--- src/stk_pkg.sv ---
// constants and types for the single touch key output logic
// Function
// - polarity low: output active high, reads 0 from power-on until touch.
// - polarity high: output active low, reads 0 in reset, 1 from the third clock after reset until touch.
// - direct mode follows touch; latched mode toggles on each touch.
// - touch held past 13 s recalibrates and restores the power-on output.
// - capture reference at end of settle, keep tracking it while untouched.
// - touch enters normal mode; 4 s without touch returns to standby.
// - output responds 48 ms after touch in normal, 160 ms in standby.
// - 0.3 s settle interval after power-on; touches then are ignored.
package stk_pkg;
  localparam longint unsigned CLK_HZ        = 100_000_000;
  localparam longint unsigned HOLD_MAX_MS   = 13_000;
  localparam longint unsigned IDLE_MS       = 4_000;
  localparam longint unsigned RESP_NORM_MS  = 48;
  localparam longint unsigned RESP_STBY_MS  = 160;
  localparam longint unsigned SETTLE_MS     = 300;
  localparam longint unsigned CYC_PER_MS    = CLK_HZ / 1000;
  localparam longint unsigned HOLD_MAX_CYC  = HOLD_MAX_MS * CYC_PER_MS;
  localparam longint unsigned IDLE_CYC      = IDLE_MS * CYC_PER_MS;
  localparam longint unsigned RESP_NORM_CYC = RESP_NORM_MS * CYC_PER_MS;
  localparam longint unsigned RESP_STBY_CYC = RESP_STBY_MS * CYC_PER_MS;
  localparam longint unsigned SETTLE_CYC    = SETTLE_MS * CYC_PER_MS;
  localparam int              CNT_W         = 32;
  localparam logic [15:0]     REF_RESET     = 16'h0000;
  typedef enum logic [1:0] {STK_SETTLE, STK_IDLE, STK_DEBOUNCE, STK_HELD}
    stk_state_e;
endpackage : stk_pkg

--- src/stk_touch_key.sv ---
// touch key output logic: polarity, direct/latched, timeouts, reference
`timescale 1ns/1ps
`default_nettype none
module stk_touch_key
  import stk_pkg::*;
#(
  parameter logic [CNT_W-1:0] SETTLE_C    = CNT_W'(SETTLE_CYC),
  parameter logic [CNT_W-1:0] RESP_NORM_C = CNT_W'(RESP_NORM_CYC),
  parameter logic [CNT_W-1:0] RESP_STBY_C = CNT_W'(RESP_STBY_CYC),
  parameter logic [CNT_W-1:0] IDLE_C      = CNT_W'(IDLE_CYC),
  parameter logic [CNT_W-1:0] HOLD_MAX_C  = CNT_W'(HOLD_MAX_CYC),
  parameter int               REF_W       = 16
) (
  input  wire logic             clk_i,
  input  wire logic             reset_i,
  input  wire logic             polarity_select_i,
  input  wire logic             latched_mode_i,
  input  wire logic             touch_sense_input_i,
  input  wire logic [REF_W-1:0] sense_level_i,
  output logic                  output_bit_o,
  output logic                  standby_o,
  output logic [REF_W-1:0]      reference_o
);

  // polarity, mode and touch pins cross in through two flops; sense_level_i does not
  logic [1:0] pol_sync_q, touch_sync_q, mode_sync_q;
  always_ff @(posedge clk_i) begin
    if (reset_i) begin
      pol_sync_q   <= 2'h0;
      touch_sync_q <= 2'h0;
      mode_sync_q  <= 2'h0;
    end else begin
      pol_sync_q   <= {pol_sync_q[0], polarity_select_i};
      touch_sync_q <= {touch_sync_q[0], touch_sense_input_i};
      mode_sync_q  <= {mode_sync_q[0], latched_mode_i};
    end
  end
  logic touch, latched;
  assign touch   = touch_sync_q[1];
  assign latched = mode_sync_q[1];

  stk_state_e       state_q, state_d;
  logic [CNT_W-1:0] cnt_q, cnt_d, idle_q, idle_d;
  logic             active_q, active_d, stby_q, stby_d, pol_q, pol_d;
  logic             out_q, out_d, ref_load_q, ref_load_d;
  // set by a timeout, so a covered pad cannot fire again at once
  logic             stuck_q, stuck_d;
  logic [REF_W-1:0] ref_q, ref_d;
  logic [CNT_W-1:0] resp_c;

  // response wait depends on mode at moment of touch
  assign resp_c = stby_q ? RESP_STBY_C : RESP_NORM_C;

  always_comb begin
    state_d    = state_q;
    cnt_d      = cnt_q;
    idle_d     = idle_q;
    active_d   = active_q;
    stby_d     = stby_q;
    pol_d      = pol_q;
    ref_load_d = 1'b0;
    stuck_d    = stuck_q;
    unique case (state_q)
      STK_SETTLE: begin
        // polarity caught at end of settle, after sync flops are valid
        pol_d = pol_sync_q[1];
        if (cnt_q >= SETTLE_C - 1) begin
          state_d    = STK_IDLE;
          cnt_d      = '0;
          ref_load_d = 1'b1;
        end else begin
          cnt_d = cnt_q + 1'b1;
        end
      end
      STK_IDLE: begin
        // a recalibrated pad counts again only after release
        if (!touch) stuck_d = 1'b0;
        if (touch && !stuck_q) begin
          state_d = STK_DEBOUNCE;
          cnt_d   = '0;
        end else if (idle_q >= IDLE_C - 1) begin
          stby_d = 1'b1;
        end else begin
          idle_d = idle_q + 1'b1;
        end
      end
      STK_DEBOUNCE: begin
        if (!touch) begin
          state_d = STK_IDLE;
        end else if (cnt_q >= resp_c - 1) begin
          state_d  = STK_HELD;
          cnt_d    = '0;
          stby_d   = 1'b0;
          idle_d   = '0;
          active_d = latched ? !active_q : 1'b1;
        end else begin
          cnt_d = cnt_q + 1'b1;
        end
      end
      STK_HELD: begin
        idle_d = '0;
        if (!touch) begin
          state_d = STK_IDLE;
          if (!latched) active_d = 1'b0;
        end else if (cnt_q >= HOLD_MAX_C - 1) begin
          state_d    = STK_IDLE;
          active_d   = 1'b0;
          stuck_d    = 1'b1;
          ref_load_d = 1'b1;
          cnt_d      = '0;
        end else begin
          cnt_d = cnt_q + 1'b1;
        end
      end
    endcase
    // polarity frozen after settle, so the idle level never moves
    out_d = active_d ^ pol_d;
  end

  // reference tracks slowly while untouched; reload on capture
  always_comb begin
    ref_d = ref_q;
    if (ref_load_q) ref_d = sense_level_i;
    else if (state_q == STK_IDLE && !touch) begin
      if (sense_level_i > ref_q) ref_d = ref_q + 1'b1;
      else if (sense_level_i < ref_q) ref_d = ref_q - 1'b1;
    end
  end

  always_ff @(posedge clk_i) begin
    if (reset_i) begin
      state_q    <= STK_SETTLE;
      cnt_q      <= '0;
      idle_q     <= '0;
      active_q   <= 1'b0;
      stby_q     <= 1'b1;
      pol_q      <= 1'b0;
      out_q      <= 1'b0;
      ref_load_q <= 1'b0;
      stuck_q    <= 1'b0;
      ref_q      <= REF_RESET[REF_W-1:0];
    end else begin
      state_q    <= state_d;
      cnt_q      <= cnt_d;
      idle_q     <= idle_d;
      active_q   <= active_d;
      stby_q     <= stby_d;
      pol_q      <= pol_d;
      out_q      <= out_d;
      ref_load_q <= ref_load_d;
      stuck_q    <= stuck_d;
      ref_q      <= ref_d;
    end
  end

  assign output_bit_o = out_q;
  assign standby_o    = stby_q;
  assign reference_o  = ref_q;
endmodule : stk_touch_key
`default_nettype wire

--- config.mk ---
export PLATFORM = sky130hd
export DESIGN_NAME = stk_touch_key
export DESIGN_NICKNAME = d
export VERILOG_FILES = /design/src/stk_pkg.sv /design/src/stk_touch_key.sv
export SDC_FILE = /design/constraint.sdc
export NUM_CORES = 1
export LEC_CHECK = 0
export BUFFER_PORTS_ARGS = -buffer_cell sky130_fd_sc_hd__buf_2
export CORE_ASPECT_RATIO = 1.5
export CORE_MARGIN = 1.5
export CORE_UTILIZATION = 45
export CTS_CLUSTER_DIAMETER = 40
export DETAILED_ROUTE_END_ITERATION = 8
export HOLD_SLACK_MARGIN = 0.08
export PLACE_DENSITY = 0.61
export SLEW_MARGIN = 20
export SYNTH_ARGS = -nofsm -noshare
export SYNTH_HDL_FRONTEND = slang
export SYNTH_SLANG_ARGS = --single-unit
--- constraint.sdc ---
create_clock -name clk_i -period 5.65 [get_ports clk_i]
set_input_delay 1.13 -clock clk_i [delete_from_list [all_inputs] [get_ports clk_i]]
set_output_delay 1.13 -clock clk_i [all_outputs]
set_load 0.05 [all_outputs]
# Yosys cells after proc, flatten, opt, wreduce, memory -nomap -nowiden
# Cells that the tools add are included.
# W data, S select, Z words.
# op_classes
addsub	5
mul	0
div_mod_pow	0
n_lt_le_gt_ge	6
eq_ne	15
shift	0
n_mux	45
bitwise	1
n_reduce_logical	17
# ops
cell	count
$mux W32	10
$pmux W32 S4	1
$pmux W32 S3	1
$add A32 B1 Y32 const B	2
$mux W16	4
$ge A32 B25 Y1 const B	1
$ge A32 B29 Y1 const B	1
$ge A32 B31 Y1 const B	1
$ge A32 B32 Y1	1
$sub A24 B1 Y25 const B	1
$mux W24	1
$ne A2 B2 Y1 const B	10
$mux W1	17
$add A16 B1 Y16 const B	1
$gt A16 B16 Y1	1
$lt A16 B16 Y1	1
$sub A16 B1 Y16 const B	1
$mux W2	6
$reduce_and A5 Y1	2
$pmux W1 S2	4
$pmux W2 S4	1
$reduce_and A4 Y1	2
$ne A3 B3 Y1 const B	2
$reduce_bool A2 Y1	3
9 further kinds	14
# totals
register_bits	94
latchBits	0
mem_bits_rw	0
mem_bits_ro	0
input_bits	21
mem_count	0

# Longest topological paths before layout
# Gate-level depths: netlist (run 1).
# logic_depth
ltp_word	7
ltp_mapped	16
mapped_depth_nobuf	16

# Worst setup path before layout (run 1)
# No wires, ideal clock.
# synth_timing
path_type	input -> register
start	input port sense_level_i[9]
end	register ref_q[15] (netlist: reference_o[15])
setup_ns	0.117
arrival_time_ns	5.010
path_slack_ns	0.523
stages	14
path_buffers	0
cell_sequence	ha_1 -> a21oi_1 -> o221a_2 -> o21ai_0 -> o31ai_1 -> ha_1 -> a211oi_1 -> o21ai_0 -> nand3_1 -> a31oi_1 -> or4_1 -> nand4_1 -> mux2i_1 -> nand2_1
# synth_between
elab_chain_len	4
elab_cells_between_ends	7
classes_between	order compare: 2; mux: 3; reduce/logical: 2
# synth_rtl
item	line_no	source
from (decl)	stk_touch_key.sv:19	input wire logic [REF_W-1:0] sense_level_i,
$gt A16 B16 Y1	stk_touch_key.sv:125	if (sense_level_i > ref_q) ref_d = ref_q + 1'b1;
$mux W16	stk_touch_key.sv:125	
$mux W16	stk_touch_key.sv:124	else if (state_q == STK_IDLE && !touch) begin
$mux W16	stk_touch_key.sv:123	if (ref_load_q) ref_d = sense_level_i;
to (signal assigned)	stk_touch_key.sv:141	ref_q <= REF_RESET[REF_W-1:0];
to (signal assigned)	stk_touch_key.sv:152	ref_q <= ref_d;
to (decl)	stk_touch_key.sv:48	logic [REF_W-1:0] ref_q, ref_d;
# Parallel ways exist; a longest one is shown, timed or not. The select of a mux whose other input is x is not followed.
# A chain may end at the register's enable or synchronous reset.

# Worst setup path in the final report (run 1)
# layout_timing
start	input port sense_level_i[14]
end	register ref_q[15] (netlist: reference_o[15])
# The elaborated chain is that of the path after synthesis.

==> results.txt, run 1 <==
Status -> complete, no violations
Fin util -> 51.0%
Area grow syn2layout -> 10.4%
Yosys warnings -> 0
Worst skew pair latency -> 0.35 ns
Crit path cell chain -> buf_2 -> ha_1 -> a21o_1 -> a21oi_1 -> o21ai_0 -> o31ai_2 -> ha_1 -> a211oi_1 -> o21ai_0 -> nand3_1 -> a31oi_1 -> or4_1 -> nand4_1 -> mux2i_1 -> nand2_1
Clk_skew -> 0.0108 ns
Routed wire length per instance -> 16.7 microns
1st-iter DRT viols -> 235
Slew @ Worst Pin -> 0.903 ns
Critical Path Fanout Max -> 8
Compound-cell area share of the yosys netlist -> 24.7%
Reg area -> 1880 sq um
Mapped Area -> 6460 sq um
Clock transition at the registers of the reported paths -> 0.07 ns
Max clock buf depth -> 2
Xor and xnor area share after synthesis -> 2.03%
Flop pwr share -> 44.5%
Total number of vias -> 6215
Final instance area -> 7130 sq um
Fill cells -> 1386
Slew Limit Fails -> 0
Post-DP Area -> 6780 sq um
GRT Overall Usage -> 23.8%
Unique cell type count in the Yosys netlist -> 72
Layer with the highest usage -> met2
Root buffer selected by CTS -> clkbuf_16
Post-synthesis sequential area ratio -> 29.1%
Post-Synth Adder-Cell Area -> 9.61%
Core Footprint -> 14000 sq um
CP max stage delay -> 0.61 ns
Period utilisation layout -> 78.7%
Setup crit end kind -> flip-flop
Die height -> 150 microns
Synth Area in Simple Gates -> 28.1%
Pre-antenna DRT Iters -> 5
Number of buffers created by CTS -> 9
Worst setup SP type -> input pin
Setup TNS -> 0 ns
Top Ports -> 39
Leading area contributor after synthesis -> dfxtp_1
CTS hold repair buffers -> 0
RSZ-0062 raised after global routing -> false
Crit path kind -> in2reg
Hpwl dp -> 12400 microns
Min Tclk post-route -> 4.45 ns
Slew HR -> 39.6%
Layout Nets -> 904
Top cell type's share of synthesized area -> 29.1%
Share of power burned in combinational logic -> 6.8%
Sw frac -> 21.8%
Slowest-stage cell, CP -> o31ai_2
Final wirelength -> 17200 microns
Worst Path Arrival -> 4.69 ns
GP Congestion -> 0.848
Switching pwr -> 331 uW
Antenna Nets Post-Route -> 0
Setup Buffers After CTS -> 0
Clk pwr share -> 48.7%
Largest net degree at the start of global routing -> 47
P_int -> 1.19 mW
Initial antenna violation count -> 0
GR Layer Usage met2 -> 42.8%
Vias in the first global route -> 6152
First-pass GRT wire length -> 28900 microns
Multi-input gate area -> 4270 sq um
Share of layout cells above drive strength 1 -> 10.1%
Hold Vio Cnt, Final -> 0
Top_reg_cell synth -> dfxtp_1
Die footprint -> 15100 sq um
Syn Inst Count -> 819
Antenna cells -> 0
Clock sinks -> 94
Initial Util -> 46.2%
Pleak -> 2.84 nW
# DRC -> 0
HP Class -> reg2reg
CP Data Required Time -> 5.90 ns
Cts repair resizes -> 0
Max VDD drop -> 0.124 mV
Fmax -> 225 MHz
Avg Inst Size Synth -> 7.89 sq um
Top cells by area, synth -> dfxtp_1 (29%), ha_1 (9.3%), o21ai_0 (4.6%)
Die Width -> 101 microns
Routed vias/inst -> 6.03
Port Buffer Count -> 38
Endpoints failing setup -> 0
Grt met1 use -> 27.4%
Post-Layout Cell Count -> 1030
Site Rows -> 53
H-Tree Depth -> 3
GR Overflow Total -> 0
Async set-reset flop share out of synthesis -> 0%
Placed cells -> 1015
Number of flops mapped to enable cells by yosys -> 0
Net Count, Synth -> 889
Synthesis-stage register bit count -> 94
Max Cap Viol -> 0
Cell Pwr Density -> 213 nW/um^2
Largest family of logic cells by synthesized area -> simple AND/OR/NAND/NOR gates
CTS tree -> built
Mux cell area share after synthesis -> 1.59%
Met3 Use GR -> 3.78%
metrics by stage:
step                total power, mW  setup WS, ns  hold slack, ns
finish                         1.52          1.20           0.432
global route                   1.58         0.839           0.443
CTS                            1.53          1.20           0.443
detailed placement            0.792         0.828           0.429
global placement              0.789         0.965           0.428
floorplan                     0.760         0.523           0.414
power groups by stage:
stage	clock, mW	combinational, mW	sequential (mW)
final	0.739	0.102	0.676
after global routing	0.787	0.115	0.676
after CTS	0.753	0.103	0.675
after detailed placement	0	0.101	0.691
after global placement	0	0.0984	0.690
after floorplan	0	0.0694	0.690
layout make-up:
type / instances / share of cell area [%]
Clock buffer: 11 / 3.26
Clock inverter: 4 / 1.68
Inverter: 39 / 2.05
Multi-Input combinational cell: 646 / 59.9
Sequential cell: 94 / 26.4
Tap cell: 192 / 3.37
Timing Repair Buffer: 44 / 3.30
Yosys cell counts, drive strengths merged, types with 7 or more instances:
library cell and number:
a21o 13, o21ai 61, a31oi 12, o211ai 9, nand2 62, a22o 10
ha 48, buf 12, xnor2 12, or4 14, or2 9, nor2 64
dfxtp 94, nand4 21, nand3 32, o31ai 11, a211oi 15, clkbuf 28
mux2i 8, inv 38, nor3 30, or3 12, nor4 16, o211a 8
a21oi 52, and3 23, nand2b 7, nor2b 18
placed cells by master (no fill, tap or decap), types with 13 or more instances in the layout:
cell type and count:
a21o_1 13, and3_1 23, o21ai_0 59, nor2b_1 18, inv_1 38, nor2_1 63
a211oi_1 14, nand4_1 21, a21oi_1 52, nand2_1 62, or4_1 14, buf_2 38
nand3_1 32, nor3_1 29, dfxtp_1 94, ha_1 48
worst paths after layout:
| check | startpoint | end | slack [ns] | depth (start not counted) |
|---|---|---|---|---|
| worst max-delay path | sense_level_i[14] | reference_o[15] | 1.20 | 15 |
| worst max register to register | standby_o | cnt_q[8] | 1.55 | 10 |
| worst min register to register | touch_sync_q[0] | touch_sync_q[1] | 0.43 | 1 |
| worst min-delay path | touch_sync_q[0] | touch_sync_q[1] | 0.43 | 1 |
state kept, by name, indices dropped and copies added, names as in the netlist, 2 cells and up:
register	flops
touch_sync_q	2
mode_sync_q	2
pol_sync_q	2
cnt_q	32
idle_q	32
reference_o	16
state_q	2
cells by family (layout without fill, tap and decap cells):
kind of cell	Yosys count	count (layout)
adder cells (fa/ha/maj)	49	49
XOR/XNOR	15	15
buffers and inverters	79	98
AO/OA/AOI/OAI	236	236
multiplexers	10	10
AND/OR/NAND/NOR	336	336
flip-flops	94	94
layer usage:
layer	vias up	share of wire [%]
li1	3092	-
met1	2973	42
met2	117	52
met3	33	3.1
met4	0	2.6
met5	-	0
critical path, delay by kind of cell:
family                     cells  cell delay [ns]
adders and majority gates      2             0.68
muxes                          1             0.18
AOI/OAI and AO/OA              7             1.86
and+or+nand+nor                4             0.73
buffers and inverters          1             0.11
(Power assumes the default switching activity.)
==> inputs of run 2 (changes only) <==
--- a/config.mk
+++ b/config.mk
@@ -5,6 +5,7 @@
 export SDC_FILE = /design/constraint.sdc
 export NUM_CORES = 1
 export LEC_CHECK = 0
+export ABC_AREA = 1
 export BUFFER_PORTS_ARGS = -buffer_cell sky130_fd_sc_hd__buf_2
 export CORE_ASPECT_RATIO = 1.5
 export CORE_MARGIN = 1.5
==> constraint.sdc (replaced) <==
create_clock -name clk_i -period 4.67 [get_ports clk_i]
set_input_delay 0.934 -clock clk_i [delete_from_list [all_inputs] [get_ports clk_i]]
set_output_delay 0.934 -clock clk_i [all_outputs]
set_load 0.05 [all_outputs]
==> run 2 against run 1 <==
Compared with the run above:
- sequential power is 40% higher
- combinational power grew to 14 times the previous value
- sequential share of layout area is 2.8 points lower
- global-route usage is 0.54 points higher
- count of clock-buffer cells in the layout is 2 lower
- via count is 16% higher
- sequential cell count stayed put
- largest power group is now combinational logic
==> results.txt, run 2 <==
Leading area contributor after synthesis -> dfxtp_1
Post-route worst setup slack -> 1.10 ns
Number of flops mapped to enable cells by yosys -> 0
Top Ports -> 39
Yosys warnings -> 0
Period utilisation layout -> 76.5%
Synthesis-stage register bit count -> 94
Top cells by area, synth -> dfxtp_1 (25%), nand2_1 (17%), nor2_1 (8.5%)
Min Tclk post-route -> 3.57 ns
Routed vias/inst -> 5.20
Placed cells -> 1376
Root buffer selected by CTS -> clkbuf_16
Worst Path Arrival -> 3.78 ns
Pre-CTS WS -> 0.782 ns
Clk_skew -> 0.00860 ns
Top-count cell post-synth -> nand2_1
First-pass GRT wire length -> 33700 microns
Setup TNS -> 0 ns
Switching pwr -> 1.49 mW
Post-synthesis sequential area ratio -> 25.3%
Mapped Area -> 7450 sq um
CTS tree -> built
Cts repair resizes -> 0
Most frequent cells in the layout -> nand2_1 (339), nor2_1 (169), inv_1 (111)
GR Overflow Total -> 0
Number of buffers created by CTS -> 9
Max Cap Viol -> 0
CP Data Required Time -> 4.88 ns
Post-Layout Cell Count -> 1392
Syn Inst Count -> 1165
Clk pwr share -> 23.7%
Endpoints failing setup -> 0
Antenna cells -> 0
Fin util -> 49.4%
Net Count, Synth -> 1235
Site Rows -> 57
Sw frac -> 48.3%
Vias in the first global route -> 7130
Total number of vias -> 7235
Setup Buffers After CTS -> 0
Async set-reset flop share out of synthesis -> 0%
Die height -> 161 microns
Initial Util -> 46.0%
Clock transition at the registers of the reported paths -> 0.07 ns
Slew HR -> 36.3%
Routed wire length per instance -> 14.4 microns
Share of layout cells above drive strength 1 -> 9.11%
Reg2reg start -> reference_o[15]
Fmax -> 280 MHz
Die Width -> 108 microns
Post-synth top cells -> nand2_1 (339), nor2_1 (169), inv_1 (111), dfxtp_1 (94), a21oi_1 (75)
Hold Vio Cnt, Final -> 0
Total power -> 3.08 mW
Slew @ Worst Pin -> 0.954 ns
Fill cells -> 1748
Pleak -> 3.16 nW
Final wirelength -> 20100 microns
Worst setup SP type -> input pin
Initial antenna violation count -> 0
GP Congestion -> 0.938
Max VDD drop -> 0.244 mV
RSZ-0062 raised after global routing -> false
# DRC -> 0
Largest net degree at the start of global routing -> 58
Setup crit end kind -> flip-flop
Area grow syn2layout -> 7.29%
Status -> complete, no violations
Share of power burned in combinational logic -> 45.4%
Avg Inst Size Synth -> 6.39 sq um
Clock sinks -> 94
Slew Limit Fails -> 0
Die footprint -> 17300 sq um
H-Tree Depth -> 3
Flop pwr share -> 30.8%
Worst skew pair latency -> 0.36 ns
Top cell type's share of synthesized area -> 25.3%
Most common cell after layout, fill and taps aside -> nand2_1
Cell Pwr Density -> 385 nW/um^2
Top_reg_cell synth -> dfxtp_1
1st-iter DRT viols -> 371
Hpwl dp -> 15200 microns
Max clock buf depth -> 2
Core Footprint -> 16200 sq um
Pre-antenna DRT Iters -> 7
Unique cell type count in the Yosys netlist -> 42
Critical Path Fanout Max -> 5
Port Buffer Count -> 38
HP Class -> reg2reg
Crit path kind -> in2reg
CTS hold repair buffers -> 0
Hold Startpoint -> mode_sync_q[0]
Worst setup path start -> sense_level_i[15]
Antenna Nets Post-Route -> 0
P_int -> 1.59 mW
GRT Overall Usage -> 24.3%
Layout Nets -> 1251
run 2: cell count changes after synthesis, sizes merged, moves of 13 or more:
cell    change
nand3b     +20
a211oi     -13
and3       -23
nor2      +111
nor2b      -17
a21oi      +54
nand3      +35
nand2     +279
inv        +78
nor4       -15
xor2       +38
or4        -14
o21ai      -41
run 2: logic make-up after synthesis:
group	Yosys count	share of synthesized area, %
flops	94	25.3
buf+inv	151	8.59
simple gates	662	38.4
mux	1	0.134
xor+xnor	61	7.17
compound gates	147	12.1
fa+ha+maj	49	8.33
run 2: critical path, stage by stage:
cell	delay, ns
buf_2	0.11
ha_1	0.28
nand2_1	0.07
nor2_1	0.15
nand4_1	0.16
nor2_1	0.20
inv_1	0.10
nand2_1	0.18
inv_1	0.08
fa_1	0.40
o21ai_0	0.44
a21oi_1	0.18
o21bai_1	0.22
nor2_1	0.06
o21ai_0	0.16
a21oi_1	0.08
run 2: final cells by class:
class | count | area, sq um | area share, %
Multi-Input combinational cell | 920 | 4930 | 61.7
Clock buffer | 9 | 225 | 2.82
Tap cell | 206 | 258 | 3.23
Sequential cell | 94 | 1880 | 23.6
Timing Repair Buffer | 40 | 208 | 2.60
Clock inverter | 7 | 56.3 | 0.705
Inverter | 116 | 435 | 5.45
run 2: power by group through the flow:
| stage | Clock (mW) | Sequential, mW | Combinational [mW] |
|---|---|---|---|
| 2_1_floorplan | 0 | 1.07 | 1.05 |
| 3_3_place_gp | 0 | 0.967 | 1.40 |
| 3_5_place_dp | 0 | 0.967 | 1.40 |
| 4_1_cts | 0.746 | 0.949 | 1.40 |
| 6_report | 0.730 | 0.948 | 1.40 |
| 5_1_grt | 0.780 | 0.960 | 1.56 |
run 2: stage by stage:
stage,instance area (sq um),hold slack [ns]
CTS,7990,0.408
global route,7990,0.432
finish,7990,0.406
floorplan,7450,0.388
global placement,7710,0.390
detailed placement,7710,0.399
run 2: path summary, 6_finish.rpt:
path | slack [ns] | cells after the start | endpoint
worst max-delay path | 1.10 | 16 | reference_o[10]
worst min-delay path | 0.41 | 2 | mode_sync_q[1]
worst max register to register | 1.21 | 16 | reference_o[10]
worst min register to register | 0.41 | 2 | mode_sync_q[1]
run 2: layer usage:
| layer | track usage (%) | share of wire (%) | routed length [microns] | vias up |
|---|---|---|---|---|
| met5 | 0 | 0 | 0 | - |
| met4 | 11.6 | 4.1 | 818 | 0 |
| met3 | 2.92 | 2.7 | 547 | 48 |
| met2 | 44.5 | 52 | 10400 | 131 |
| met1 | 27.4 | 42 | 8330 | 3285 |
| li1 | - | - | - | 3771 |
